<file path="config.mk">
export PLATFORM = sky130hd
export DESIGN_NAME = ppp_port
export DESIGN_NICKNAME = d
export VERILOG_FILES = /design/src/shared/ppp_pkg.sv /design/src/design/ppp_skid.sv /design/src/design/ppp_port.sv
export VERILOG_INCLUDE_DIRS = /design/src /design/src/shared
export SDC_FILE = /design/constraint.sdc
export NUM_CORES = 1
export LEC_CHECK = 0
export BUFFER_PORTS_ARGS = -buffer_cell sky130_fd_sc_hd__buf_4
export CORE_ASPECT_RATIO = 0.9
export CORE_UTILIZATION = 51
export DETAILED_ROUTE_END_ITERATION = 10
export PLACE_DENSITY = 0.75
export SLEW_MARGIN = 15
export SYNTH_ARGS = -nofsm -noshare
export SYNTH_HDL_FRONTEND = slang
export SYNTH_SLANG_ARGS = --single-unit
</file>
<file path="constraint.sdc">
create_clock -name core_clk -period 2.5 [get_ports core_clk]
set_input_delay 0.75 -clock core_clk [delete_from_list [all_inputs] [get_ports core_clk]]
set_output_delay 0.75 -clock core_clk [all_outputs]
set_load 0.01 [all_outputs]
</file>
<file path="src/shared/ppp_defines.svh">
// Constants for the parallel port handshake block
// Assumes a 20 MHz core clock; included by design files
`ifndef PPP_DEFINES_SVH
`define PPP_DEFINES_SVH

`define PPP_CLK_NS        50
`define PPP_SETUP_MIN_NS  4300
`define PPP_SETUP_MAX_NS  5300
`define PPP_STROBE_NS     1400
// Setup rounds up from the least time, never past the longest
`define PPP_SETUP_CYC     ((`PPP_SETUP_MIN_NS + `PPP_CLK_NS - 1) / `PPP_CLK_NS)
`define PPP_STROBE_CYC    (`PPP_STROBE_NS / `PPP_CLK_NS)
`define PPP_CNT_W         8
`define PPP_DATA_W        8
`define PPP_SIDE_W        3
`define PPP_DIR_RESET     8'h00
`define PPP_SIDE_RESET    3'h0

`endif

</file>
<file path="src/shared/ppp_pkg.sv">
// Types for the parallel port handshake block
// Assumes the defines header is compiled alongside
package ppp_pkg;
  typedef enum logic [4:0] {
    ppp_idle_type_s   = 5'h01,
    ppp_setup_type_s  = 5'h02,
    ppp_strobe_type_s = 5'h04,
    ppp_wait_type_s   = 5'h08,
    ppp_iack_type_s   = 5'h10
  } ppp_state_type;
endpackage

</file>
<file path="src/design/ppp_skid.sv">
// Two-entry buffer with valid and ready on both sides
// Assumes one clock and a synchronous active-high reset
`timescale 1ns/1ps
`default_nettype none
module ppp_skid #(
  parameter int WIDTH = 8
) (
  // Clock and reset
  input  wire logic             core_clk,
  input  wire logic             rst,
  // Filling side
  input  wire logic             in_valid,
  output logic                  in_ready,
  input  wire logic [WIDTH-1:0] in_data,
  // Draining side
  output logic                  out_valid,
  input  wire logic             out_ready,
  output logic [WIDTH-1:0]      out_data
);
  logic [WIDTH-1:0] mem [2];
  logic             wr_ptr;
  logic             rd_ptr;
  logic [1:0]       count;
  logic             next_wr_ptr;
  logic             next_rd_ptr;
  logic [1:0]       next_count;
  logic             push;
  logic             pop;

  // Handshake terms
  assign in_ready  = (count != 2'h2);
  assign out_valid = (count != 2'h0);
  assign out_data  = mem[rd_ptr];
  assign push      = in_valid && in_ready;
  assign pop       = out_valid && out_ready;

  // Pointer and fill count next values
  always_comb begin
    next_wr_ptr = push ? ~wr_ptr : wr_ptr;
    next_rd_ptr = pop ? ~rd_ptr : rd_ptr;
    next_count  = count;
    if (push && !pop) begin
      next_count = count + 2'h1;
    end else if (pop && !push) begin
      next_count = count - 2'h1;
    end
  end

  // Register pointers and storage
  always_ff @(posedge core_clk) begin
    if (rst) begin
      wr_ptr <= 1'b0;
      rd_ptr <= 1'b0;
      count  <= 2'h0;
    end else begin
      wr_ptr <= next_wr_ptr;
      rd_ptr <= next_rd_ptr;
      count  <= next_count;
    end
    if (push) begin
      mem[wr_ptr] <= in_data;
    end
  end
endmodule
`default_nettype wire

</file>
<file path="src/design/ppp_port.sv">
// Parallel port handshake engine with per-bit direction control
// Assumes pins are resolved outside; oe low means driving
`include "ppp_defines.svh"
`timescale 1ns/1ps
`default_nettype none
module ppp_port #(
  parameter int SETUP_CYC  = `PPP_SETUP_CYC,
  parameter int STROBE_CYC = `PPP_STROBE_CYC
) (
  // Clock and reset
  input  wire logic                    core_clk,
  input  wire logic                    rst,
  // Host control
  input  wire logic                    input_mode,
  input  wire logic [`PPP_DATA_W-1:0]  data_dir,
  input  wire logic [`PPP_SIDE_W-1:0]  side_dir,
  input  wire logic [`PPP_SIDE_W-1:0]  side_out,
  input  wire logic                    ack_irq_enable,
  input  wire logic                    accept_req,
  // Host transmit stream
  input  wire logic                    tx_valid,
  output logic                         tx_ready,
  input  wire logic [`PPP_DATA_W-1:0]  tx_data,
  // Host receive stream
  output logic                         rx_valid,
  input  wire logic                    rx_ready,
  output logic [`PPP_DATA_W-1:0]       rx_data,
  // Status and interrupt
  output logic                         ack_irq,
  output logic [`PPP_SIDE_W-1:0]       side_in,
  output logic                         rx_pending,
  output logic                         system_reset_n,
  // Data pins
  input  wire logic [`PPP_DATA_W-1:0]  adapter_port_a_lines_in,
  output logic [`PPP_DATA_W-1:0]       adapter_port_a_lines_out,
  output logic [`PPP_DATA_W-1:0]       adapter_port_a_lines_oe_n,
  // Handshake pins
  output logic                         host_data_ready_n,
  input  wire logic                    ack_n_in,
  // Side pins: busy/serial data, paper_out_line/serial clock, select/ring
  input  wire logic [`PPP_SIDE_W-1:0]  side_lines_in,
  output logic [`PPP_SIDE_W-1:0]       side_lines_out,
  output logic [`PPP_SIDE_W-1:0]       side_lines_oe_n
);
  import ppp_pkg::*;

  ppp_state_type                state;
  ppp_state_type                next_state;
  logic [`PPP_CNT_W-1:0]        cnt;
  logic [`PPP_CNT_W-1:0]        next_cnt;
  logic [`PPP_DATA_W-1:0]       out_byte;
  logic [`PPP_DATA_W-1:0]       next_out_byte;
  logic                         strobe_n;
  logic                         next_strobe_n;
  logic                         next_tx_ready;
  logic                         ack_seen;
  logic                         next_ack_seen;
  logic                         rx_push;
  logic                         buf_in_ready;
  logic                         buf_out_valid;
  logic [`PPP_DATA_W-1:0]       buf_out_data;
  logic [`PPP_DATA_W-1:0]       data_s1;
  logic [`PPP_DATA_W-1:0]       data_s2;
  logic [`PPP_SIDE_W-1:0]       side_s1;
  logic [`PPP_SIDE_W-1:0]       side_s2;
  logic                         ack_s1;
  logic                         ack_s2;
  logic                         ack_prev;
  logic                         ack_fall;
  logic                         next_irq;
  logic [`PPP_DATA_W-1:0]       next_data_oe_n;
  logic [`PPP_SIDE_W-1:0]       next_side_oe_n;
  logic                         hold_valid;
  logic [`PPP_DATA_W-1:0]       hold_data;
  logic                         next_hold_valid;
  logic [`PPP_DATA_W-1:0]       next_hold_data;

  // Pin synchronisers, two flops each
  always_ff @(posedge core_clk) begin
    if (rst) begin
      data_s1  <= `PPP_DIR_RESET;
      data_s2  <= `PPP_DIR_RESET;
      side_s1  <= `PPP_SIDE_RESET;
      side_s2  <= `PPP_SIDE_RESET;
      ack_s1   <= 1'b1;
      ack_s2   <= 1'b1;
      ack_prev <= 1'b1;
    end else begin
      data_s1  <= adapter_port_a_lines_in;
      data_s2  <= data_s1;
      side_s1  <= side_lines_in;
      side_s2  <= side_s1;
      ack_s1   <= ack_n_in;
      ack_s2   <= ack_s1;
      ack_prev <= ack_s2;
    end
  end

  // Acknowledge going active, used in both modes
  assign ack_fall = ack_prev && !ack_s2;
  assign next_irq = ack_irq_enable && ack_fall;

  // Per-bit direction: a set bit drives its pin, except that input mode releases every data pin
  always_comb begin
    next_data_oe_n = ~data_dir;
    next_side_oe_n = ~side_dir;
    if (input_mode) begin
      next_data_oe_n = {`PPP_DATA_W{1'b1}};
    end
  end

  // Handshake sequencer; ready is registered, so a byte it promised is always taken
  always_comb begin
    next_state    = state;
    next_cnt      = cnt;
    next_out_byte = out_byte;
    next_strobe_n = 1'b1;
    next_tx_ready = 1'b0;
    next_ack_seen = ack_seen;
    rx_push       = 1'b0;
    case (state)
      ppp_idle_type_s: begin
        next_ack_seen = 1'b0;
        if (tx_ready && tx_valid) begin
          next_out_byte = tx_data;
          next_state    = ppp_setup_type_s;
          next_cnt      = `PPP_CNT_W'(SETUP_CYC - 1);
        end else if (input_mode) begin
          // Accept when peripheral ready and buffer has room
          if (ack_fall && buf_in_ready) begin
            rx_push = 1'b1;
          end
          if (accept_req) begin
            next_state    = ppp_iack_type_s;
            next_cnt      = `PPP_CNT_W'(STROBE_CYC - 1);
            next_strobe_n = 1'b0;
          end
        end else begin
          next_tx_ready = 1'b1;
        end
      end
      ppp_setup_type_s: begin
        // Data stands before the strobe
        if (cnt == '0) begin
          next_state    = ppp_strobe_type_s;
          next_cnt      = `PPP_CNT_W'(STROBE_CYC - 1);
          next_strobe_n = 1'b0;
        end else begin
          next_cnt = cnt - `PPP_CNT_W'(1);
        end
      end
      ppp_strobe_type_s: begin
        // An answer inside the strobe is legal and must not be lost
        if (ack_fall) begin
          next_ack_seen = 1'b1;
        end
        if (cnt == '0) begin
          next_state = ppp_wait_type_s;
        end else begin
          next_strobe_n = 1'b0;
          next_cnt      = cnt - `PPP_CNT_W'(1);
        end
      end
      ppp_wait_type_s: begin
        // Peripheral may answer at any time, no upper bound
        if (ack_seen || ack_fall || !ack_s2) begin
          next_state = ppp_idle_type_s;
        end
      end
      ppp_iack_type_s: begin
        if (cnt == '0) begin
          next_state = ppp_idle_type_s;
        end else begin
          next_strobe_n = 1'b0;
          next_cnt      = cnt - `PPP_CNT_W'(1);
        end
      end
      default: begin
        next_state = ppp_idle_type_s;
      end
    endcase
  end

  // Output register for receive stream
  always_comb begin
    next_hold_valid = hold_valid;
    next_hold_data  = hold_data;
    if (!hold_valid || rx_ready) begin
      next_hold_valid = buf_out_valid;
      next_hold_data  = buf_out_data;
    end
  end

  // Register all state and pin drives
  always_ff @(posedge core_clk) begin
    if (rst) begin
      state                     <= ppp_idle_type_s;
      cnt                       <= '0;
      out_byte                  <= `PPP_DIR_RESET;
      strobe_n                  <= 1'b1;
      tx_ready                  <= 1'b0;
      ack_seen                  <= 1'b0;
      rx_pending                <= 1'b0;
      hold_valid                <= 1'b0;
      hold_data                 <= `PPP_DIR_RESET;
      ack_irq                   <= 1'b0;
      adapter_port_a_lines_oe_n <= {`PPP_DATA_W{1'b1}};
      side_lines_oe_n           <= {`PPP_SIDE_W{1'b1}};
      side_lines_out            <= `PPP_SIDE_RESET;
      side_in                   <= `PPP_SIDE_RESET;
      system_reset_n            <= 1'b0;
    end else begin
      state                     <= next_state;
      cnt                       <= next_cnt;
      out_byte                  <= next_out_byte;
      strobe_n                  <= next_strobe_n;
      tx_ready                  <= next_tx_ready;
      ack_seen                  <= next_ack_seen;
      rx_pending                <= buf_out_valid; // Status lags the buffer by a cycle
      hold_valid                <= next_hold_valid;
      hold_data                 <= next_hold_data;
      ack_irq                   <= next_irq;
      adapter_port_a_lines_oe_n <= next_data_oe_n;
      side_lines_oe_n           <= next_side_oe_n;
      side_lines_out            <= side_out;
      side_in                   <= side_s2;
      system_reset_n            <= 1'b1;
    end
  end

  assign host_data_ready_n        = strobe_n;
  assign adapter_port_a_lines_out = out_byte;
  assign rx_valid                 = hold_valid;
  assign rx_data                  = hold_data;

  // Receive buffer; a stalled reader loses no byte until three are held, then further bytes are dropped
  ppp_skid #(
    .WIDTH (`PPP_DATA_W)
  ) u_rx_buf (
    .core_clk  (core_clk),
    .rst       (rst),
    .in_valid  (rx_push),
    .in_ready  (buf_in_ready),
    .in_data   (data_s2),
    .out_valid (buf_out_valid),
    .out_ready (!hold_valid || rx_ready),
    .out_data  (buf_out_data)
  );
endmodule
`default_nettype wire

</file>
---- Yosys cells after proc, flatten, opt, wreduce, memory -nomap -nowiden ----
Memory sizes are Yosys's and may differ from the RTL's. A register that Yosys moved wholly into a read port is not among the register bits.
Cells that the tools add are included.
cells by class
  add/subtract/negate cells ............... 3
  $mul .................................... 0
  div/mod/pow operators ................... 0
  order comparisons ....................... 0
  equality and inequality tests ........... 14
  shift-type cells ........................ 0
  mux-type cells .......................... 32
  bitwise gates (word level) .............. 5
  reductions and logical operators ........ 27
operators with widths
  cell                 number
  $mux 8               5
  $mux 5               7
  $pmux 5 s5           1
  $pmux 8 s3           1
  $mux 1               14
  $ne 2x2->1 const B   7
  $logic_and 1x1->1    8
  $logic_not 8->1      1
  $not 8->8            1
  $sub 8x1->8 const B  1
  $ne 3x3->1 const B   2
  $reduce_and 6->1     1
  $reduce_bool 2->1    3
  $eq 5x1->1 const B   1
  $eq 5x2->1 const B   1
  $eq 5x3->1 const B   1
  $eq 5x4->1 const B   1
  $eq 5x5->1 const B   1
  $logic_not 1->1      4
  $mux 2               2
  $reduce_and 2->1     2
  $reduce_and 4->1     1
  $reduce_or 2->1      2
  $logic_or 1x1->1     3
  other kinds (8)      10
storage, ports and cells
  flip-flop bits (word level) ............. 74
  latch bits .............................. 0
  memory bits (writable) .................. 16
  bits in read-only memories .............. 0
  input bits .............................. 41
  output and inout bits ................... 39
  memories kept ........................... 1
memories
  memory        words  bits a word  rd ports  clocked after Yosys merged registers in  wr ports  line            RTL
  u_rx_buf.mem  2      8            1         1                                        1         ppp_skid.sv:20  logic [WIDTH-1:0] mem [2];

---- Longest topological paths before layout ----
Gate-level depths: netlist of run 1.
  word-level depth ........................ 12
  gate-level depth with buffers ........... 8
  gate-level depth less buffers ........... 7

---- Hierarchy ----
Synthesis of run 1 repeated with hierarchy kept, for this count alone.
second synthesis, totals
  cell total of the unflattened synthesis .. 330
  area total of the unflattened synthesis .. 3,535.9 um2
by module, submodules not included
  module    times used  cells an instance  area each (um2)  seq. area each (um2)
  ppp_port  1           281                2,737.6          1,561.5
  ppp_skid  1           49                 798.3            580.6

---- Worst setup path before layout of run 1 ----
No wires, ideal clock.
  path type ............................... input -> register
  from .................................... input tx_valid
  to ...................................... memory u_rx_buf.mem[0][0], enable pin
  data arrival time ....................... 1.964 ns
  data required time ...................... 2.127 ns
  path slack .............................. 0.163 ns
  stages .................................. 5
  buffers on the path ..................... 1
  path through ............................ and2_1 > clkbuf_1 > nor3_1 > o2111a_1 > nor2b_1
between the ends
  cells in the longest elaborated chain, start to end .. 6
ends and longest elaborated chain
  item                          line             RTL
  from (decl)                   ppp_port.sv:21   input wire logic tx_valid,
  $logic_and 1x1->1             ppp_port.sv:124  if (tx_ready && tx_valid) begin
  $mux 1                        ppp_port.sv:124
  $mux 1                        ppp_port.sv:121  case (state)
  $logic_and 1x1->1             ppp_skid.sv:34   assign push = in_valid && in_ready;
  named net u_rx_buf.push       ppp_skid.sv:27   logic push;
  $mux 1                        ppp_skid.sv:60   if (push) begin
  $mux 1 (implied by the code)  ppp_skid.sv:61   mem[wr_ptr] <= in_data;
  to (decl)                     ppp_skid.sv:20
The timed path passes the listed nets, and every way through them passes these cells.

---- Final worst setup path of run 1 ----
  from .................................... register state[1]
  to ...................................... register u_rx_buf.count[1]
between the ends
  cells in the longest elaborated chain, start to end .. 6
ends and longest elaborated chain
  item                                line             RTL
  from (decl)                         ppp_port.sv:47   ppp_state_type state;
  from (signal assigned)              ppp_port.sv:197  state <= ppp_idle_type_s;
  from (signal assigned)              ppp_port.sv:213  state <= next_state;
  $eq 5x1->1 *                        ppp_port.sv:121
  $mux 1 *                            ppp_port.sv:121
  $logic_and 1x1->1 *                 ppp_skid.sv:34
  named net u_rx_buf.push             ppp_skid.sv:27
  $logic_not 1->1                     ppp_skid.sv:44   end else if (pop && !push) begin
  $logic_and 1x1->1                   ppp_skid.sv:44
  $reduce_bool 2->1 (no source line)  --
  to (signal assigned)                ppp_skid.sv:58   count <= next_count;
  to (decl)                           ppp_skid.sv:23   logic [1:0] count;
Mark *: on every way through the listed nets, which the timed path passes. The rest lies on a longest branch.
A chain may end at the register's enable or synchronous reset.

==> impl_summary.log, run 1 <==
INFO  metric outcome = complete, no violations
INFO  metric tritoncts = done
INFO  metric area_of_the_multi_input_gates = 1250 um^2
INFO  metric root_buffer = sky130_fd_sc_hd__clkbuf_8
INFO  metric power_per_cell_area = about 920 nW/um^2
INFO  metric combinational_family_with_the_most_area_after_synthesis = simple AND/OR/NAND/NOR gates
INFO  metric timing.critical_path.arrival = ~2.5 ns
INFO  metric synth_fp_nets = 370
INFO  metric start_util = 52.8%
INFO  metric share_comb_of_total_power = 26.5%
INFO  metric met3_usage = approximately 6.8%
INFO  metric routed_wl = approximately 6300 um
INFO  metric max_cap_check_violation_count = 0
INFO  metric synthDistinctLibCells = 47
INFO  metric reg2reg_to = u_rx_buf.count[1]$_SDFFE_PP0P_
INFO  metric tightestPinTransition = about 0.60 ns
INFO  metric synthSimpleGateAreaFrac = around a fifth
INFO  metric fp.coreArea = about 6600 um^2
INFO  metric vias_per_cell = 4.94
INFO  metric start_kind = flip-flop
INFO  metric fmaxAchievable = approximately 0.46 GHz
INFO  metric intPower = ~2.8 mW
INFO  metric dieWidth = a little under 90 um
INFO  metric synth-xor-area-share = 1.52%
INFO  metric cts.hold.buffers_added = 0
INFO  metric cp.required = roughly 2.8 ns
INFO  metric cts_setup_buffers = 0
INFO  metric cp-end-kind = flip-flop
INFO  metric boundaryPins = 80
INFO  metric crit-reg2reg-launch = state[1]$_SDFFE_PP0P_
INFO  metric cts_num_sinks = slightly below 100
INFO  metric hp-class = flip-flop to flip-flop
INFO  metric clock_latency_on_the_worst_skew_pair = about 0.35 ns
INFO  metric groute.usage.overall = about a fifth
INFO  metric post-dp-hpwl = roughly 4500 um
INFO  metric wire_per_inst = 12.6 um
INFO  metric antenna_violations_before_repair = 0
INFO  metric final_cell_mix = sky130_fd_sc_hd__buf_4, sky130_fd_sc_hd__dfxtp_1, sky130_fd_sc_hd__nand2_1, sky130_fd_sc_hd__nor2b_1, sky130_fd_sc_hd__nor2_1
INFO  metric utilization = roughly two thirds
INFO  metric area_growth = 25.8%
INFO  metric clock-skew-final = around 0.011 ns
INFO  metric mostFrequentLayoutCell = sky130_fd_sc_hd__buf_4
INFO  metric vdd.ir_drop.worst = roughly 460 uV
INFO  metric num_antenna_cells = 0
INFO  metric largest_net_degree_at_the_start_of_global_routing = 33
INFO  metric die-height = between 80 and 90 um
INFO  metric timing.setup.tns = 0 ns
INFO  metric htree_levels = 3
INFO  metric global_route.usage.met2 = between 20% and 30%
INFO  metric async_flop_share = 0%
INFO  metric critical_path_peak_fanout = 7
INFO  metric yosys_register_bits = 98
INFO  metric number_of_fill_cells = 532
INFO  metric residual_antenna_violating_net_count_after_detailed_routing = 0
INFO  metric regToRegSetupSlack = about 0.32 ns
INFO  metric remaining_drc_errors = 0
INFO  metric critical_path.startpoint = state[1]$_SDFFE_PP0P_
INFO  metric compound_cell_area_share_of_the_yosys_netlist = 10.5%
INFO  metric yosys-top-cells-area = sky130_fd_sc_hd__dfxtp_1, sky130_fd_sc_hd__edfxtp_1, sky130_fd_sc_hd__nor2b_1
INFO  metric rows = 28
INFO  metric slew_headroom = ~59%
INFO  metric routed-via-count = around 2500
INFO  metric place.gp.congestion = about 0.90
INFO  metric layout.area.seq = between 2000 and 2500 um^2
INFO  metric count_of_port_buffers_added_during_placement = between 70 and 80
INFO  metric setup_viol = 0
INFO  metric leakage = around 1.8 nW
INFO  metric pwr-share-seq = between 40% and 50%
INFO  metric post_cts_resize_count = 0
INFO  metric netlist_area = roughly 3500 um^2
INFO  metric yosysWarnings = 0
INFO  metric power_switching = between 1 and 1.5 mW
INFO  metric timing.final.crit_share = ~87%
INFO  metric final-max-slew-violation-count = 0
INFO  metric die_area = approximately 7000 um^2
INFO  metric detail_route.first_pass.iterations = 4
INFO  metric synthesized_area_fraction_occupied_by_adder_cells = 1.08%
INFO  metric synth.mux.area_fraction = a little under 3%
INFO  metric synth_ff_type = sky130_fd_sc_hd__dfxtp_1
INFO  metric cts_inserted_buffers = 9
INFO  metric synth_enable_flop_cells = 16
INFO  metric worstSetupEndpoint = u_rx_buf.count[1]$_SDFFE_PP0P_
INFO  metric swShare = around 30%
INFO  metric synth_top_area_share = between 40 and 50%
INFO  metric seq_area_frac_synth = 61.3%
INFO  metric final.min_clock_period = 2.18 ns
INFO  metric met1_track_utilization_from_global_routing = about a quarter
INFO  metric first_global_vias = ~2300
INFO  metric syn_inst = roughly 330
INFO  metric cts_buffer_depth = 2
INFO  metric r2r.worst_path.cells = 6
INFO  metric drt-initial-drc-count = 200
INFO  metric first_pass_grt_wire_length = a little over 10000 um
INFO  metric gr-max-usage-layer = met2
INFO  metric crit_type = flip-flop to flip-flop
INFO  metric path_clk_slew = ~0.090 ns
INFO  metric final-hold-violation-count = 0
INFO  metric grt-ovfl-total = 0
INFO  metric clk_network_pwr_share = roughly 26%
INFO  metric synth.avg_cell_area = ~11 um^2
INFO  metric number_of_nets_in_the_final_layout = around 450
INFO  metric final_layout_size_suffix_gt1_share = 27.1%
INFO  metric rsz0062_at_grt = false
INFO  metric synth.largest_area_cell = sky130_fd_sc_hd__dfxtp_1
## cells in the mapped netlist, types with 3 or more instances
library cell               number
sky130_fd_sc_hd__or2_2          3
sky130_fd_sc_hd__nor2_1        28
sky130_fd_sc_hd__edfxtp_1      16
sky130_fd_sc_hd__clkbuf_1      12
sky130_fd_sc_hd__o21ai_1        3
sky130_fd_sc_hd__inv_1          5
sky130_fd_sc_hd__ha_1           3
sky130_fd_sc_hd__mux2i_1       10
sky130_fd_sc_hd__nand2b_1       4
sky130_fd_sc_hd__xor2_1         4
sky130_fd_sc_hd__nor4_2         3
sky130_fd_sc_hd__a211oi_1       8
sky130_fd_sc_hd__and2_1         5
sky130_fd_sc_hd__nand2_1       40
sky130_fd_sc_hd__dfxtp_1       82
sky130_fd_sc_hd__and3_1         6
sky130_fd_sc_hd__o21ai_0        5
sky130_fd_sc_hd__nor3_1         5
sky130_fd_sc_hd__nor2b_1       34
sky130_fd_sc_hd__a21oi_1       17
## critical path, stage by stage, from the launching register on
cell and delay (ns):
sky130_fd_sc_hd__dfxtp_1 0.38, sky130_fd_sc_hd__or3_1 0.42, sky130_fd_sc_hd__nor3_1 0.25, sky130_fd_sc_hd__o2111a_1 0.24
sky130_fd_sc_hd__ha_1 0.26, sky130_fd_sc_hd__or3_1 0.39, sky130_fd_sc_hd__a21oi_1 0.17
## metrics by stage
stage	total power, mW	cells	cell area, um^2	setup slack, ns	hold WS (ns)
3_3_place_gp	2.97	487	4150	0.136	0.396
3_5_place_dp	3.00	487	4150	0.0608	0.393
2_1_floorplan	2.66	326	3460	0.163	0.389
6_report	3.99	503	4350	0.322	0.411
5_1_grt	4.25	503	4350	0.186	0.445
4_1_cts	4.02	503	4350	0.322	0.412
## flip-flops by register name, summed over array words and instances, names as in the netlist, 2 cells and up
signal,cells
adapter_port_a_lines_out,8
rx_data,8
side_s1,3
side_s2,3
side_lines_oe_n,3
adapter_port_a_lines_oe_n,8
u_rx_buf.count,2
u_rx_buf.mem,16
data_s1,8
state,5
side_in,3
side_lines_out,3
data_s2,8
cnt,8
## power groups by stage
stage | combinational (mW) | sequential [mW] | clock (mW)
after global routing | 1.19 | 1.94 | 1.12
after global placement | 1.03 | 1.93 | 0
after CTS | 1.05 | 1.91 | 1.05
after floorplan | 0.731 | 1.93 | 0
final | 1.06 | 1.91 | 1.02
after detailed placement | 1.05 | 1.95 | 0
## layer usage
layer | up-vias | share of wire, %
li1 | 1275 | -
met1 | 1108 | 47
met2 | 96 | 44
met3 | 8 | 7.5
met4 | 0 | 1.5
met5 | - | 0
## logic make-up after synthesis
logic type,count (synthesis)
simple gates,136
flops,98
compound gates,52
buf+inv,21
mux,10
xor+xnor,6
fa+ha+maj,3
## worst min-delay path by stage
stage / from / cells past startpoint / endpoint / slack [ns]
after global routing: ack_s1$_SDFF_PP1_ / 1 / ack_s2$_SDFF_PP1_ / 0.44
after detailed placement: ack_s1$_SDFF_PP1_ / 1 / ack_s2$_SDFF_PP1_ / 0.39
after floorplan: ack_s1$_SDFF_PP1_ / 1 / ack_s2$_SDFF_PP1_ / 0.39
final: ack_s1$_SDFF_PP1_ / 1 / ack_s2$_SDFF_PP1_ / 0.41
after CTS: ack_s1$_SDFF_PP1_ / 1 / ack_s2$_SDFF_PP1_ / 0.41
after global placement: ack_s1$_SDFF_PP1_ / 1 / ack_s2$_SDFF_PP1_ / 0.40
## area by class of cell
class | count | area share, %
sequential | 98 | 48.7
multi-input combinational | 207 | 28.6
timing repair buffer | 86 | 14.8
clock buffer | 11 | 3.48
tap | 90 | 2.59
clock inverter | 5 | 1.21
inverter | 6 | 0.517
No activity file was read; power rests on OpenSTA's default activity.
==> run 2: changes to the inputs <==
RECOVER_POWER = 50   (was unset)
==> run 2 against run 1 <==
  * Largest power group unchanged
  * Worst hold slack hardly changed
  * Clock-buffer cell count unchanged
  * Register-to-register slack about the same
  * Worst setup slack got worse by 0.042 ns
  * Global-route usage is the same
  * Critical endpoint is now cnt[6]$_SDFFE_PP0P_
  * Die area unchanged
  * Core utilization is 0.38 points lower
  * Sequential cell count did not move
==> impl_summary.log, run 2 (same netlist as run 1, synthesis figures left out) <==
INFO  metric outcome = complete, no violations
INFO  metric dpl.cell_count = 487 (unchanged)
INFO  metric start_util = 52.8% (unchanged)
INFO  metric fp.coreArea = 6550 um^2 (unchanged)
INFO  metric antenna_violations_before_repair = 0 (unchanged)
INFO  metric detail_route.first_pass.iterations = 4 (unchanged)
INFO  metric timing.final.crit_share = 88.8% (+1.7 points)
INFO  metric power_per_cell_area = 921 nW/um^2 (+0.51%)
INFO  metric fmaxAchievable = 0.451 GHz (-1.9%)
INFO  metric boundaryPins = 80 (unchanged)
INFO  metric number_of_nets_in_the_final_layout = 452 (unchanged)
INFO  metric leakage = 1.79 nW (-1.4%)
INFO  metric post_dp_cell_area = 4150 um^2 (unchanged)
INFO  metric worstPathBufferInverterCount = 2 (+2)
INFO  metric die_area = 7120 um^2 (unchanged)
INFO  metric grt-ovfl-total = 0 (unchanged)
INFO  metric setup_viol = 0 (unchanged)
INFO  metric num_antenna_cells = 0 (unchanged)
INFO  metric p_total = 3.99 mW (about the same)
INFO  metric critical_path_peak_fanout = 23 (+16)
INFO  metric cp.required = 2.71 ns (-0.07 ns)
INFO  metric final_cell_mix = sky130_fd_sc_hd__dfxtp_1, sky130_fd_sc_hd__buf_4, sky130_fd_sc_hd__nand2_1, sky130_fd_sc_hd__nor2b_1, sky130_fd_sc_hd__nor2_1
INFO  metric max_flop_register = u_rx_buf.mem
INFO  metric routed_wl = 6300 um (-0.38%)
INFO  metric reg2reg_to = u_rx_buf.count[1]$_SDFFE_PP0P_
INFO  metric slowest_delay = 0.80 ns (+0.38 ns)
INFO  metric remaining_drc_errors = 0 (unchanged)
INFO  metric cts_buffer_depth = 2 (unchanged)
INFO  metric worst-path-stages = 4 (-2)
INFO  metric clock_latency_on_the_worst_skew_pair = 0.35 ns (about the same)
INFO  metric max_cap_check_violation_count = 0 (unchanged)
INFO  metric largest_register_ffs = 16 (unchanged)
INFO  metric root_buffer = sky130_fd_sc_hd__clkbuf_8
INFO  metric first_pass_grt_wire_length = 10300 um (unchanged)
INFO  metric worstSetupEndpoint = cnt[6]$_SDFFE_PP0P_
INFO  metric timing.critical_path.arrival = 2.43 ns (-0.03 ns)
INFO  metric rsz0062_at_grt = false
INFO  metric crit_type = input pin to flip-flop
INFO  metric dieWidth = 88.8 um (unchanged)
INFO  metric tritoncts = done
INFO  metric cts.hold.buffers_added = 0 (unchanged)
INFO  metric utilization = 66.1% (-0.38 points)
INFO  metric path_clk_slew = 0.09 ns (about the same)
INFO  metric groute.usage.overall = 19.5% (unchanged)
INFO  metric cts_num_sinks = 98 (unchanged)
INFO  metric regToRegSetupSlack = 0.31 ns (about the same)
INFO  metric critical-path-slowest-cell = sky130_fd_sc_hd__clkbuf_1
INFO  metric final-hold-violation-count = 0 (unchanged)
INFO  metric vias_per_cell = 4.98 (+0.72%)
INFO  metric cts_setup_buffers = 0 (unchanged)
INFO  metric htree_levels = 3 (unchanged)
INFO  metric residual_antenna_violating_net_count_after_detailed_routing = 0 (unchanged)
INFO  metric tightestPinTransition = 1.11 ns (+0.507 ns)
INFO  metric post-dp-hpwl = 4490 um (unchanged)
INFO  metric start_kind = input pin
INFO  metric area_growth = 25.1%
INFO  metric largest_net_degree_at_the_start_of_global_routing = 33 (unchanged)
INFO  metric final.min_clock_period = 2.22 ns (+0.0417 ns)
INFO  metric wire_per_inst = 12.5 um (-0.38%)
INFO  metric timing.critical_path.cells = clkbuf_1, clkinv_1, nand2_1, o32ai_1
INFO  metric die-height = 80.2 um (unchanged)
INFO  metric r2r.worst_path.cells = 6 (unchanged)
INFO  metric critical_path.startpoint = rst
INFO  metric hp-class = flip-flop to flip-flop
INFO  metric final-max-slew-violation-count = 0 (unchanged)
INFO  metric crit-reg2reg-launch = state[1]$_SDFFE_PP0P_
INFO  metric slew_headroom = 26.0% (-34 points)
INFO  metric worst_path_dominant_cell_family = buffers and inverters
INFO  metric count_of_port_buffers_added_during_placement = 79 (unchanged)
INFO  metric post_cts_resize_count = 0 (unchanged)
INFO  metric clock-skew-final = 0.0109 ns (-0.0000150 ns)
INFO  metric final_layout_size_suffix_gt1_share = 25.7% (-1.5 points)
INFO  metric cts_inserted_buffers = 9 (unchanged)
INFO  metric rows = 28 (unchanged)
INFO  metric place.gp.congestion = 0.896 (unchanged)
INFO  metric routed-via-count = 2505 (+0.72%)
INFO  metric first_global_vias = 2283 (unchanged)
INFO  metric timing.setup.tns = 0 ns (unchanged)
INFO  metric drt-initial-drc-count = 199 (-0.50%)
INFO  metric final_design_instance_area_without_fill = 4330 um^2 (-0.57%)
INFO  metric cp-end-kind = flip-flop
INFO  metric final_cells = 503 (unchanged)
INFO  metric vdd.ir_drop.worst = 457 uV (+0.14%)
INFO  metric mostFrequentLayoutCell = sky130_fd_sc_hd__dfxtp_1
## run 2: cell types whose count changed in the layout (fill, tap and decap cells not counted), sizes merged
cell | previous run | this run
buf | 86 | 79
clkbuf | 11 | 18
## run 2: final cells by class
type	count	area, um^2
fillers	533	2220
flip-flops and latches	98	2120
repair buffers	86	621
inverters	6	22.5
well taps	90	113
multi-input cells	207	1250
clock buffers	11	151
clock inverters	5	52.6
## run 2: through the flow
stage          setup WS (ns)  hold slack [ns]
2_1_floorplan          0.163            0.389
3_3_place_gp           0.136            0.396
3_5_place_dp          0.0608            0.393
4_1_cts                0.322            0.412
5_1_grt                0.153            0.445
6_report               0.281            0.411
## run 2: report_power, final
part | switching (mW) | internal, mW | leakage (nW)
Combinational | 0.563 | 0.488 | 0.862
Clock | 0.513 | 0.513 | 0.107
Sequential | 0.142 | 1.77 | 0.823
Total | 1.22 | 2.77 | 1.79
## run 2: routing by layer
metal	vias up	share of wire (%)	track usage [%]
li1	1275	-	-
met1	1136	47	25.6
met2	86	45	29.7
met3	8	6.5	6.78
met4	0	1.5	7.26
met5	-	0	0
## run 2: worst min-delay path by stage
stage / from / end / slack, ns / cells after the start
after floorplan: ack_s1$_SDFF_PP1_ / ack_s2$_SDFF_PP1_ / 0.39 / 1
after global placement: ack_s1$_SDFF_PP1_ / ack_s2$_SDFF_PP1_ / 0.40 / 1
after detailed placement: ack_s1$_SDFF_PP1_ / ack_s2$_SDFF_PP1_ / 0.39 / 1
after CTS: ack_s1$_SDFF_PP1_ / ack_s2$_SDFF_PP1_ / 0.41 / 1
after global routing: ack_s1$_SDFF_PP1_ / ack_s2$_SDFF_PP1_ / 0.44 / 1
final: ack_s1$_SDFF_PP1_ / ack_s2$_SDFF_PP1_ / 0.41 / 1
